## src/dbg_pkg.sv

```systemverilog
/*
 * Shared constants and carrier types for the debug control/status and resume-PC block.
 * Assumes a single-hart, machine-mode-only core with 12-bit CSR addressing.
 */
package dbg_pkg;

  localparam logic [11:0] CSR_STATUS_ADDR = 12'h07b0;
  localparam logic [11:0] CSR_RESUME_PC_ADDR = 12'h07b1;

  localparam int unsigned EBREAKM_BIT = 15;
  localparam int unsigned STEPIE_BIT = 11;
  localparam int unsigned STOPCOUNT_BIT = 10;
  localparam int unsigned STOPTIME_BIT = 9;
  localparam int unsigned CAUSE_LSB = 6;
  localparam int unsigned MPRVEN_BIT = 4;
  localparam int unsigned NMIP_BIT = 3;
  localparam int unsigned STEP_BIT = 2;
  localparam int unsigned PRV_LSB = 0;

  localparam logic [3:0] DEBUGVER_VALUE = 4'h4;
  localparam logic [1:0] PRV_MACHINE = 2'h3;
  localparam logic [31:0] RESUME_PC_RESET = 32'h0000_0000;
  localparam logic [31:0] INSN_BYTES = 32'h0000_0004;

  typedef enum logic [2:0] {
    CAUSE_NONE    = 3'h0,
    CAUSE_EBREAK  = 3'h1,
    CAUSE_TRIGGER = 3'h2,
    CAUSE_HALTREQ = 3'h3,
    CAUSE_STEP    = 3'h4,
    CAUSE_RESET   = 3'h5
  } cause_t;

  typedef enum logic [1:0] {
    ST_RUN    = 2'b00,
    ST_HALTED = 2'b01,
    ST_STEP   = 2'b11
  } hart_state_t;

  // Entry reasons seen in one cycle, with the PC figures each one needs.
  typedef struct packed {
    logic        trigger;
    logic        trigger_timing;
    logic        ebreak;
    logic        reset_halt;
    logic        halt_req;
    logic [31:0] insn_pc;
    logic [31:0] next_pc;
  } entry_t;

  // CSR access from the core pipeline.
  typedef struct packed {
    logic        valid;
    logic        write;
    logic [11:0] addr;
    logic [31:0] wdata;
  } csr_req_t;

endpackage

```

## src/debug_mode_ctrl.sv

```systemverilog
/*
 * Debug-mode control/status register, resume-PC register, entry-cause
 * priority, single-step sequencing and counter/interrupt gating of the hart.
 * Assumes the pipeline reports entry reasons, retirements and exceptions in
 * the ref_clk domain; the NMI-pending level comes from a pin.
 * The debugger reaches both registers through csr_req while the hart is halted.
 */
// How it works
// RL1: Stopcount set freezes cycle and instret counting while halted or entering via ebreak.
// RL2: Stoptime reads zero; timers keep running in debug mode.
// RL3: Cause field records entry reason: 1 ebreak, 2 trigger, 3 halt, 4 step, 5 reset.
// RL4: Simultaneous reasons report priority: trigger, ebreak, reset halt, halt request, step.
// RL5: Reset-halt entry may report code 3; this design reports code 5.
// RL6: Mprven reads zero; mstatus mprv ignored in debug mode.
// RL7: Nmip bit mirrors pending non-maskable interrupt.
// RL8: Step set outside debug mode runs one instruction then halts with cause step.
// RL9: A stepped instruction that traps halts at once before the handler runs.
// RL10: Debugger changes step bit only while hart is halted.
// RL11: Privilege field always reads machine mode, 3, from reset.
// RL12: Halt-request and reset-halt entries load resume PC with next instruction address.
// RL13: Resume loads core PC from resume PC; debugger may rewrite it when halted.
// RL14: Both registers reachable only in debug mode; otherwise illegal instruction.
// RL15: Ebreak entry captures the ebreak instruction's own address.
// RL16: Step entry captures next sequential or taken-target address.
// RL17: Trigger entry captures instruction address when timing is 0, else next address.
// RL18: Ebreakm set sends machine-mode ebreak to debug mode, else normal breakpoint.
// RL19: Stepie clear masks interrupts while stepping.
// RL20: Cause and resume PC change only on entry, or by debugger write of PC.
`timescale 1ns/1ps

module debug_mode_ctrl (
  input  wire logic              ref_clk,
  input  wire logic              rst,
  input  wire dbg_pkg::entry_t   entry,
  input  wire logic              ebreak_exec,
  input  wire logic              insn_retire,
  input  wire logic              step_exception,
  input  wire logic [31:0]       step_next_pc,
  input  wire logic              resume_req,
  input  wire logic              nmi_pending,
  input  wire dbg_pkg::csr_req_t csr_req,
  output logic                   debug_mode,
  output logic                   ebreak_to_debug,
  output logic                   ebreak_to_trap,
  output logic                   resume_valid,
  output logic [31:0]            resume_pc,
  output logic                   count_stop,
  output logic                   irq_mask,
  output logic                   mprv_ignore,
  output logic                   illegal_insn,
  output logic [31:0]            csr_rdata
);

  dbg_pkg::hart_state_t state_r;
  dbg_pkg::hart_state_t state_nxt;
  dbg_pkg::cause_t      cause_r;
  dbg_pkg::cause_t      cause_nxt;
  logic [31:0]          resume_pc_r;
  logic [31:0]          capture_pc;
  logic                 ebreakm_r;
  logic                 stepie_r;
  logic                 stopcount_r;
  logic                 step_r;
  logic                 nmi_meta_r;
  logic                 nmi_sync_r;
  logic                 ebreak_enter;
  logic                 step_done;
  logic                 enter;
  logic                 halted;
  logic                 csr_hit;
  logic                 wr_status;
  logic                 wr_pc;
  logic [31:0]          status_view;

  // Both debug registers share one access check, so the address match lives in one place.
  // A miss here leaves the request to other register files and raises nothing.
  function automatic logic addr_is_debug(input logic [11:0] a);
    addr_is_debug = (a == dbg_pkg::CSR_STATUS_ADDR) || (a == dbg_pkg::CSR_RESUME_PC_ADDR);
  endfunction

  // Entry reasons are ignored while halted, so a late halt request cannot
  // overwrite the cause or resume PC that the debugger is looking at.
  assign halted = (state_r == dbg_pkg::ST_HALTED);
  assign ebreak_enter = ebreak_exec && ebreakm_r;  // see RL18
  // A trapping stepped instruction ends the step just like a retired one.
  assign step_done = (state_r == dbg_pkg::ST_STEP) && (insn_retire || step_exception); // see RL8, RL9
  assign enter = !halted && (entry.trigger || ebreak_enter || entry.reset_halt
                             || entry.halt_req || step_done);
  assign csr_hit = csr_req.valid && addr_is_debug(csr_req.addr);
  assign wr_status = csr_hit && halted && csr_req.write
                     && (csr_req.addr == dbg_pkg::CSR_STATUS_ADDR);
  assign wr_pc = csr_hit && halted && csr_req.write
                 && (csr_req.addr == dbg_pkg::CSR_RESUME_PC_ADDR);

  // Priority picks both the cause code and the captured PC.
  // Keeping both choices in one chain guarantees that the PC always belongs to
  // the reason that the cause field reports, even when several fire at once.
  // A reset halt reports its own code rather than the halt-request code.
  always_comb begin
    cause_nxt = cause_r;
    capture_pc = entry.next_pc;  // see RL12
    if (entry.trigger) begin
      cause_nxt = dbg_pkg::CAUSE_TRIGGER;  // see RL3, RL4
      capture_pc = entry.trigger_timing ? entry.next_pc : entry.insn_pc;  // see RL17
    end else if (ebreak_enter) begin
      cause_nxt = dbg_pkg::CAUSE_EBREAK;
      capture_pc = entry.insn_pc;  // see RL15
    end else if (entry.reset_halt) begin
      cause_nxt = dbg_pkg::CAUSE_RESET;  // see RL5
    end else if (entry.halt_req) begin
      cause_nxt = dbg_pkg::CAUSE_HALTREQ;
    end else if (step_done) begin
      cause_nxt = dbg_pkg::CAUSE_STEP;
      capture_pc = step_next_pc;  // see RL16
    end
  end

  // The step state is kept apart from run so that exactly one retirement or
  // trap ends it; any other entry reason still wins while stepping.
  always_comb begin
    state_nxt = state_r;
    unique case (state_r)
      dbg_pkg::ST_RUN: begin
        if (enter) begin
          state_nxt = dbg_pkg::ST_HALTED;
        end
      end
      dbg_pkg::ST_STEP: begin
        if (enter) begin
          state_nxt = dbg_pkg::ST_HALTED;
        end
      end
      dbg_pkg::ST_HALTED: begin
        if (resume_req) begin
          state_nxt = step_r ? dbg_pkg::ST_STEP : dbg_pkg::ST_RUN;  // see RL8
        end
      end
      default: state_nxt = dbg_pkg::ST_RUN;
    endcase
  end

  always_ff @(posedge ref_clk or posedge rst) begin
    if (rst) begin
      state_r <= dbg_pkg::ST_RUN;
    end else begin
      state_r <= state_nxt;
    end
  end

  // The cause is only loaded on entry, so it keeps reporting the last entry
  // reason for as long as the debugger needs it.
  always_ff @(posedge ref_clk or posedge rst) begin
    if (rst) begin
      cause_r <= dbg_pkg::CAUSE_NONE;
    end else if (enter) begin
      cause_r <= cause_nxt;  // see RL20
    end
  end

  // The debugger write is only legal while halted, and entry cannot happen then.
  always_ff @(posedge ref_clk or posedge rst) begin
    if (rst) begin
      resume_pc_r <= dbg_pkg::RESUME_PC_RESET;
    end else if (enter) begin
      resume_pc_r <= capture_pc;  // see RL12, RL20
    end else if (wr_pc) begin
      resume_pc_r <= csr_req.wdata;  // see RL13
    end
  end

  // Step is only taken from debugger writes made while halted.
  always_ff @(posedge ref_clk or posedge rst) begin
    if (rst) begin
      ebreakm_r <= 1'b0;
      stepie_r <= 1'b0;
      stopcount_r <= 1'b0;
      step_r <= 1'b0;
    end else if (wr_status) begin  // see RL10
      ebreakm_r <= csr_req.wdata[dbg_pkg::EBREAKM_BIT];
      stepie_r <= csr_req.wdata[dbg_pkg::STEPIE_BIT];
      stopcount_r <= csr_req.wdata[dbg_pkg::STOPCOUNT_BIT];
      step_r <= csr_req.wdata[dbg_pkg::STEP_BIT];
    end
  end

  // The pending level comes from a pin, so it is passed through two flops first.
  // Only the second flop is read; the status bit thus lags the pin by two cycles.
  always_ff @(posedge ref_clk or posedge rst) begin
    if (rst) begin
      nmi_meta_r <= 1'b0;
      nmi_sync_r <= 1'b0;
    end else begin
      nmi_meta_r <= nmi_pending;
      nmi_sync_r <= nmi_meta_r;
    end
  end

  // Unimplemented and reserved fields are tied to zero here, so writes to them
  // have no effect and reads never show stale values.
  always_comb begin
    status_view = '0;
    status_view[31:28] = dbg_pkg::DEBUGVER_VALUE;
    status_view[dbg_pkg::EBREAKM_BIT] = ebreakm_r;
    status_view[dbg_pkg::STEPIE_BIT] = stepie_r;
    status_view[dbg_pkg::STOPCOUNT_BIT] = stopcount_r;
    status_view[dbg_pkg::STOPTIME_BIT] = 1'b0;  // see RL2
    status_view[dbg_pkg::CAUSE_LSB +: 3] = cause_r;  // see RL3
    status_view[dbg_pkg::MPRVEN_BIT] = 1'b0;  // see RL6
    status_view[dbg_pkg::NMIP_BIT] = nmi_sync_r;  // see RL7
    status_view[dbg_pkg::STEP_BIT] = step_r;
    status_view[dbg_pkg::PRV_LSB +: 2] = dbg_pkg::PRV_MACHINE;  // see RL11
  end

  // Read data stands for one cycle and is zero otherwise, so a refused access
  // from machine mode can never leak register contents.
  always_ff @(posedge ref_clk or posedge rst) begin
    if (rst) begin
      csr_rdata <= 32'h0000_0000;
      illegal_insn <= 1'b0;
    end else begin
      illegal_insn <= csr_hit && !halted;  // see RL14
      if (csr_hit && halted) begin
        csr_rdata <= (csr_req.addr == dbg_pkg::CSR_STATUS_ADDR) ? status_view : resume_pc_r;
      end else begin
        csr_rdata <= 32'h0000_0000;
      end
    end
  end

  // debug_mode, mprv_ignore, count_stop and irq_mask are built from the next state so that they change in the same
  // cycle as the state register, at the cost of a longer path into the flops.
  always_ff @(posedge ref_clk or posedge rst) begin
    if (rst) begin
      debug_mode <= 1'b0;
      mprv_ignore <= 1'b0;
      count_stop <= 1'b0;
      irq_mask <= 1'b0;
      ebreak_to_debug <= 1'b0;
      ebreak_to_trap <= 1'b0;
    end else begin
      debug_mode <= (state_nxt == dbg_pkg::ST_HALTED);
      mprv_ignore <= (state_nxt == dbg_pkg::ST_HALTED);  // see RL6
      count_stop <= stopcount_r && ((state_nxt == dbg_pkg::ST_HALTED) || ebreak_enter); // see RL1
      irq_mask <= (state_nxt == dbg_pkg::ST_STEP) && !stepie_r;  // see RL19
      ebreak_to_debug <= ebreak_enter && !halted;  // see RL18
      ebreak_to_trap <= ebreak_exec && !ebreakm_r;
    end
  end

  // The core PC load is a one-cycle pulse; resume_pc itself holds until the next resume.
  always_ff @(posedge ref_clk or posedge rst) begin
    if (rst) begin
      resume_valid <= 1'b0;
      resume_pc <= dbg_pkg::RESUME_PC_RESET;
    end else begin
      resume_valid <= halted && resume_req;
      if (halted && resume_req) begin
        resume_pc <= resume_pc_r;  // see RL13
      end
    end
  end

endmodule

```

## config.mk

```make
export PLATFORM = sky130hd
export DESIGN_NAME = debug_mode_ctrl
export DESIGN_NICKNAME = d
export VERILOG_FILES = /design/src/dbg_pkg.sv /design/src/debug_mode_ctrl.sv
export SDC_FILE = /design/constraint.sdc
export NUM_CORES = 1
export LEC_CHECK = 0
export ABC_AREA = 0
export BUFFER_PORTS_ARGS = -buffer_cell sky130_fd_sc_hd__buf_2
export CAP_MARGIN = 20
export CORE_ASPECT_RATIO = 2
export CORE_UTILIZATION = 25
export CTS_BUF_LIST = sky130_fd_sc_hd__clkbuf_4 sky130_fd_sc_hd__clkbuf_8
export DETAILED_ROUTE_END_ITERATION = 10
export PLACE_DENSITY = 0.51
export SYNTH_ARGS = -nofsm -noshare
export SYNTH_HDL_FRONTEND = slang
export SYNTH_SLANG_ARGS = --single-unit
```

## constraint.sdc

```tcl
create_clock -name ref_clk -period 11.37 [get_ports ref_clk]
set_input_delay 2.274 -clock ref_clk [delete_from_list [all_inputs] [get_ports ref_clk]]
set_output_delay 2.274 -clock ref_clk [all_outputs]
set_load 0.01 [all_outputs]
```

==> Word level (Yosys, flattened, before mapping) <==
Index checks and enable logic that the tools add are counted.
{ "totals": {"reg_bits": 114} }
{ "classes": {"reduce_logical": 29, "mux": 19, "eq_ne": 6} }
{ "ops": {"columns": ["operator", "count"], "rows": [
  ["$mux W32", 10],
  ["$eq A12 B11 Y1 const B", 2],
  ["$mux W3", 5],
  ["$logic_and A1 B1 Y1", 14],
  ["$logic_or A1 B1 Y1", 7],
  ["$mux W2", 3],
  ["$reduce_bool A5 Y1", 1],
  ["$eq A2 B1 Y1 const B", 2],
  ["$eq A2 B2 Y1 const B", 2],
  ["$pmux W2 S2", 1],
  ["$logic_not A1 Y1", 3],
  ["$logic_not A2 Y1", 1],
  ["$reduce_and A2 Y1", 1],
  ["$reduce_bool A2 Y1", 1],
  ["$reduce_or A2 Y1", 1]
]} }

==> Depth between registers and ports, before layout <==
Gate-level depths: netlist of the first run.
{ "depth": {"depth_word": 11, "ltp_mapped": 9, "mapped_depth_nobuf": 7} }

==> Least setup slack after synthesis of the first run <==
Ideal clock, no wire load.
{ "synth_path": {"path_type": "in2reg", "from": "input csr_req[33] in the netlist's numbering", "to": "register ebreakm_r", "setup_slack_ps": 7336, "n_path_buf": 0, "arrival_time_ps": 3907, "setup_ps": 128, "cell_stages": 4, "cell_sequence": "or4b_1 or4_4 nor3b_4 mux2_1"} }
{ "synth_via": {"elab_chain_cells": 6} }
{ "synth_rtl": {"columns": ["element", "line_no", "source"], "rows": [
  ["start: declaration", "debug_mode_ctrl.sv:41", "input wire dbg_pkg::csr_req_t csr_req,"],
  ["$eq A12 B11 Y1, on equally long branches", "debug_mode_ctrl.sv:78, debug_mode_ctrl.sv:91", null],
  ["$logic_or A1 B1 Y1", "debug_mode_ctrl.sv:78", "addr_is_debug = (a == dbg_pkg::CSR_STATUS_ADDR) || (a == dbg_pkg::CSR_RESUME_PC_ADDR);"],
  ["$logic_and A1 B1 Y1", "debug_mode_ctrl.sv:89", "assign csr_hit = csr_req.valid && addr_is_debug(csr_req.addr);"],
  ["$logic_and A1 B1 Y1 (2 in series)", "debug_mode_ctrl.sv:90", "assign wr_status = csr_hit && halted && csr_req.write"],
  ["$logic_and A1 B1 Y1 (*)", "debug_mode_ctrl.sv:91", "&& (csr_req.addr == dbg_pkg::CSR_STATUS_ADDR);"],
  ["end signal: assignment", "debug_mode_ctrl.sv:179", "ebreakm_r <= csr_req.wdata[dbg_pkg::EBREAKM_BIT];"],
  ["end: declaration", "debug_mode_ctrl.sv:60", "logic ebreakm_r;"]
]} }
Every way passes the cells marked *; elsewhere a longest branch is shown, timed or not.
A chain may end at the register's enable or synchronous reset.

==> Worst setup path after layout of the first run <==
{ "layout_path": {"from": "input csr_req[33] in the netlist's numbering", "to": "register resume_pc_r[4]"} }
{ "layout_via": {"elab_chain_cells": 7} }
{ "layout_rtl": {"columns": ["element", "line_no", "source"], "rows": [
  ["$eq A12 B11 Y1, on equally long branches", "debug_mode_ctrl.sv:78, debug_mode_ctrl.sv:93", null],
  ["$logic_or A1 B1 Y1", "debug_mode_ctrl.sv:78", null],
  ["$logic_and A1 B1 Y1", "debug_mode_ctrl.sv:89", null],
  ["$logic_and A1 B1 Y1 (2 in series)", "debug_mode_ctrl.sv:92", "assign wr_pc = csr_hit && halted && csr_req.write"],
  ["$logic_and A1 B1 Y1 (*)", "debug_mode_ctrl.sv:93", "&& (csr_req.addr == dbg_pkg::CSR_RESUME_PC_ADDR);"],
  ["$reduce_bool A2 Y1 (no source line) (*)", null, null],
  ["end signal: assignment", "debug_mode_ctrl.sv:163", "resume_pc_r <= dbg_pkg::RESUME_PC_RESET;"],
  ["end signal: assignment", "debug_mode_ctrl.sv:165", "resume_pc_r <= capture_pc;"],
  ["end signal: assignment", "debug_mode_ctrl.sv:167", "resume_pc_r <= csr_req.wdata;"],
  ["end: declaration", "debug_mode_ctrl.sv:58", "logic [31:0] resume_pc_r;"]
]} }
Marked as above.

==> results of run 1 <==
-- flip-flops by register name, summed over array words and instances (netlist names) --
signal           cells
stepie_r             1
csr_rdata           32
cause_r              3
nmi_meta_r           1
nmi_sync_r           1
irq_mask             1
ebreak_to_debug      1
step_r               1
ebreakm_r            1
illegal_insn         1
mprv_ignore          1
ebreak_to_trap       1
count_stop           1
resume_valid         1
resume_pc           32
stopcount_r          1
resume_pc_r         32
state_r              2
-- synth_stat cells (3+ instances only) --
cell type  instances  area, um^2
a21oi_1            4        20.0
inv_1              8        30.0
a222oi_1          31         310
nor2_1            21        78.8
ha_1               3        37.5
buf_4              4        30.0
o21ai_0            6        30.0
mux2i_1           71         711
clkbuf_1          16        60.1
mux2_1             4        45.0
dfrtp_1          114        2850
and2_1            21         131
mux2_2            32         360
nand2_1            6        22.5
nor2b_1            4        25.0
buf_2              5        25.0
-- critical path: stages --
cell and delay (ns):
buf_2 0.10, or3_1 0.45, nor4_4 0.77, buf_4 0.57
mux2i_1 0.25, mux2i_1 0.10
-- metal layers --
layer  vias up  wire length, um
li1       1860                -
met1      2023             5780
met2       158             9270
met3        16              692
met4         0              273
met5         -                0
-- report_power, final --
| group | internal [mW] | switching [mW] | leakage [nW] |
|---|---|---|---|
| registers | 0.533 | 0.0774 | 1.44 |
| logic | 0.216 | 0.212 | 1.73 |
| clock network | 0.203 | 0.186 | 0.196 |
-- path summary, 6_finish.rpt --
kind / from / to / slack, ns / cells after the start
worst max-delay path: csr_req[33] / resume_pc_r[4] / 7.09 / 6
worst min-delay path: nmi_meta_r / nmi_sync_r / 0.35 / 0
worst max register to register: state_r[1] / resume_pc_r[4] / 8.56 / 7
worst min register to register: nmi_meta_r / nmi_sync_r / 0.35 / 0
max in group asynchronous: rst / resume_pc[25] / 8.10 / 3
min in group asynchronous: rst / resume_pc_r[1] / 1.89 / 2
-- area by class of cell --
cell class | count | area share
timing repair buffer | 229 | 0.172
tap | 259 | 0.0474
sequential | 114 | 0.417
multi-input combinational | 229 | 0.299
clock buffer | 18 | 0.0362
clock inverter | 14 | 0.0230
inverter | 9 | 0.00530
-- cells by family (layout without fill, tap and decap cells) --
| group | Yosys count | in the layout |
|---|---|---|
| flops | 114 | 114 |
| mux | 107 | 107 |
| simple gates | 65 | 65 |
| compound gates | 54 | 54 |
| buf+inv | 34 | 270 |
| fa+ha+maj | 3 | 3 |
-- stage by stage --
stage | hold WS [ns] | setup WS, ns | area (um^2)
floorplan | 0.331 | 6.08 | 5010
global placement | 0.332 | 6.42 | 6410
detailed placement | 0.335 | 6.58 | 6430
CTS | 0.351 | 7.06 | 6840
global route | 0.358 | 6.97 | 6840
finish | 0.351 | 7.09 | 6840
==> results.tsv, run 1 <==
metric	value	unit
status	finished clean	
yosys.area_share.simple	0.0767	
slew_viol_final	0	
drt-pass1-iter-count	8	
initial_core_util	0.257	
synth_ff_type	dfrtp_1	
synth_top_family_by_area	multiplexers	
htreeDepth	4	
stdcell_count	872	
synth-xor-area-share	0	
ant_nets	0	
multiInputGateArea	2040	um^2
grt_max_degree	72	
layout_common_cells	buf_2 (224), dfrtp_1 (114), mux2i_1 (71)	
synthAdderAreaFrac	0.00749	
syn_area_per_cell	13.3	um^2
grt_pass1_wl	24400	um
ios	226	
diodes	0	
muxShareOfSynthArea	0.223	
maxCapViolCount	0	
clockRootBuffer	clkbuf_8	
wl_per_cell	18.4	um
grtUsageMet2	0.315	
synthCells	377	
rows	72	
synth_edf_count	0	
p_total	1.43	mW
fin_crit	4.28	ns
cts_hold_buf	0	
place_inst	840	
synth-seq-cells	114	
final.setup_skew	0.00879	ns
grtUsageMet3	0.0301	
slew_headroom	0.282	
crit_fanout	25	
area_delta_synth_final	36.6	%
finish.utilization	0.352	
io_buffers	224	
setup_viol	0	
wirelength	16000	um
dp_hpwl	11500	um
netlist_area	5010	um^2
grt-ovfl-total	0	
finalHoldViolations	0	
synth_cell_types	41	
synth_seq_area_share	0.570	
viasPerCell	4.65	
drive_gt1_frac	0.496	
use_met1	0.163	
worstSkewPairLatency	0.43	ns
rsz0062_at_grt	no	
grtUsageTotal	0.163	
layout_commonest_cell	buf_2	
dieHeight	202	um
tns	0	ns
postSynth.asyncResetShare	1.00	
n_fill_cell	2038	
grt_antenna_before_repair	0	
worstSetupStartpointType	input pin	
cts.path.max_buffers	2	
busiest_layer	met2	
ir_drop	0.110	mV
endpoint_kind	flip-flop	
grt_pass1_vias	4424	
worstPathRequired	11.65	ns
p_per_area	209	nW/um^2
hp-class	flip-flop to flip-flop	
yosys_warnings	0	
synth_compound_area_frac	0.0937	
die-area	20600	um^2
cts_tree	done	
die_w	102	um
drc	0	
cts-resized-gates	0	
gp_congestion	0.763	
cts_setup_buffers	0	
path_class	input pin to flip-flop	
worst_slew_pin_slew	1.07	ns
clk_pin_slew_worst_paths	0.07	ns
post-route-period-util	0.377	
synth_nets	534	
numCtsBuffers	17	
dr_total_vias	4057	
final_nets	757	
timing.fmax	234	MHz
first_iter_violations	208	
ff_latch_area	2850	um^2
cts.sinks	114	
core_region_area	19500	um^2
crit_arrival	4.56	ns
leakagePower	3.37	nW
No activity file was read; power rests on OpenSTA's default activity.
==> run 2, diff against run 1 <==
Settings changed: PLACE_DENSITY 0.51 to 0.53.
Clock period 11.37 ns to 3.8 ns, I/O delays scaled along.
==> run 2 against run 1 <==
Register-to-register slack got worse by 7.4 ns; final area fell by 0.26%; sequential cell count unchanged; critical endpoint is now resume_pc[15]; sequential power increased to 3.0 times the previous value; core utilization shrank 0.090 points.
==> results.tsv, run 2 (same netlist as run 1, synthesis figures left out) <==
metric	value	unit	change
diodes	0		unchanged
slew_headroom	0.300		was 0.282
ant_nets	0		unchanged
n_fill_cell	2042		was 2,038
cts-resized-gates	0		unchanged
viasPerCell	4.72		was 4.65
crit_arrival	3.01	ns	was 4.56 ns
worstSkewPairLatency	0.44	ns	was 0.43 ns
htreeDepth	4		unchanged
p_total	4.19	mW	was 1.43 mW
drt-pass1-iter-count	10		was 8
path_delay_family	buffers and inverters		was simple AND/OR/NAND/NOR gates
maxCapViolCount	0		unchanged
switching_share	0.342		was 0.333
grt_antenna_before_repair	0		unchanged
ios	226		unchanged
biggestRegsByFlops	csr_rdata x32, resume_pc x32, resume_pc_r x32		unchanged
ir_drop	0.221	mV	was 0.110 mV
internal_power	2.76	mW	was 0.953 mW
crit_fanout	14		was 25
cts_hold_buf	0		unchanged
crit_slowest_cell	clkinv_1		was nor4_4
stdcell_count	877		was 872
initial_core_util	0.257		unchanged
worst_slew_pin_slew	1.05	ns	was 1.07 ns
status	finished clean		unchanged
pwr-share-seq	0.438		was 0.428
cts_tree	done		unchanged
p_per_area	614	nW/um^2	was 209 nW/um^2
cts_setup_buffers	0		unchanged
clk_pin_slew_worst_paths	0.08	ns	was 0.07 ns
cts.path.max_buffers	2		unchanged
grt_max_degree	68		was 72
fin_crit	2.68	ns	
layout_setup_ws	1.12	ns	was 7.09 ns
io_buffers	224		unchanged
grtUsageTotal	0.162		was 0.163
rows	72		unchanged
area_delta_synth_final	36.2	%	was 36.6%
timing.fmax	373	MHz	
grtUsageMet3	0.0252		was 0.0301
layout_common_cells	buf_2 (224), dfrtp_1 (114), mux2i_1 (71)		unchanged
drc	0		unchanged
finalHoldViolations	0		unchanged
use_met1	0.160		was 0.163
leakagePower	3.37	nW	about the same
multiInputGateArea	2040	um^2	unchanged
slew_viol_final	0		unchanged
critPathMaxStageDelay	0.60	ns	was 0.77 ns
grt_pass1_vias	4498		was 4,424
dp_hpwl	11800	um	was 11,500 um
grtUsageMet2	0.315		about the same
post-route-period-util	0.706		
place_ws	0.901	ns	was 6.58 ns
numCtsBuffers	17		unchanged
place_inst	845		was 840
final.setup_skew	0.0122	ns	was 0.00879 ns
grt_pass1_wl	24500	um	was 24,400 um
hp-class	flip-flop to flip-flop		unchanged
clockRootBuffer	clkbuf_8		unchanged
rsz0062_at_grt	no		unchanged
worstPathRequired	4.12	ns	was 11.65 ns
power_frac_clock	0.257		was 0.272
final_nets	762		was 757
wl_per_cell	18.3	um	was 18.4 um
wirelength	16100	um	was 16,000 um
endpoint_kind	flip-flop		unchanged
busiest_layer	met2		unchanged
power.share.combinational	0.305		was 0.300
cts.sinks	114		unchanged
dieHeight	202	um	unchanged
drive_gt1_frac	0.500		was 0.496
gp_congestion	0.756		was 0.763
grt-ovfl-total	0		unchanged
tns	0	ns	unchanged
cp_cell_sequence	ha_1 > nand2_1 > clkinv_1 > buf_4 > mux2_2		was buf_2 > or3_1 > nor4_4 > buf_4 > mux2i_1 > mux2i_1
die-area	20600	um^2	unchanged
core_region_area	19500	um^2	unchanged
die_w	102	um	unchanged
worstSetupStartpointType	flip-flop		was input pin
layout_commonest_cell	buf_2		unchanged
dr_total_vias	4140		was 4,057
power.switching	1.43	mW	was 0.476 mW
setup_viol	0		unchanged
ff_latch_area	2850	um^2	unchanged
first_iter_violations	254		was 208
path_class	flip-flop to flip-flop		was input pin to flip-flop
critPathBufInv	2		unchanged
## run 2: final timing paths
check	from	to	slack (ns)	depth (start not counted)
worst max register to register	state_r[0]	resume_pc[15]	1.12	5
worst min-delay path	nmi_meta_r	nmi_sync_r	0.35	0
worst max-delay path	state_r[0]	resume_pc[15]	1.12	5
min in group asynchronous	rst	resume_pc_r[16]	0.51	2
max in group asynchronous	rst	mprv_ignore	2.51	3
worst min register to register	nmi_meta_r	nmi_sync_r	0.35	0
## run 2: power by group through the flow
stage	Clock (mW)	Sequential, mW	Combinational (mW)
after floorplan	0	1.88	0.737
after CTS	1.11	1.84	1.30
after detailed placement	0	1.86	1.30
final	1.08	1.84	1.28
after global placement	0	1.84	1.26
after global routing	1.16	1.89	1.40
## run 2: metrics by stage
step / area, um^2 / utilization / hold slack, ns
6_report: 6820 / 0.351 / 0.354
5_1_grt: 6820 / 0.351 / 0.356
4_1_cts: 6820 / 0.351 / 0.355
3_5_place_dp: 6450 / 0.332 / 0.339
3_3_place_gp: 6450 / 0.332 / 0.335
2_1_floorplan: 5010 / - / 0.331
## run 2: area by class of cell
type	instances	share of cell area
tap	259	0.0475
clock buffer	17	0.0343
clock inverter	15	0.0200
multi-input combinational	229	0.299
timing repair buffer	234	0.175
sequential	114	0.418
inverter	9	0.00532
## run 2: metal layers
| metal | vias to the layer above | wire length (um) |
|---|---|---|
| met5 | - | 0 |
| met4 | 0 | 446 |
| met3 | 27 | 686 |
| met2 | 179 | 9200 |
| met1 | 2065 | 5730 |
| li1 | 1869 | - |
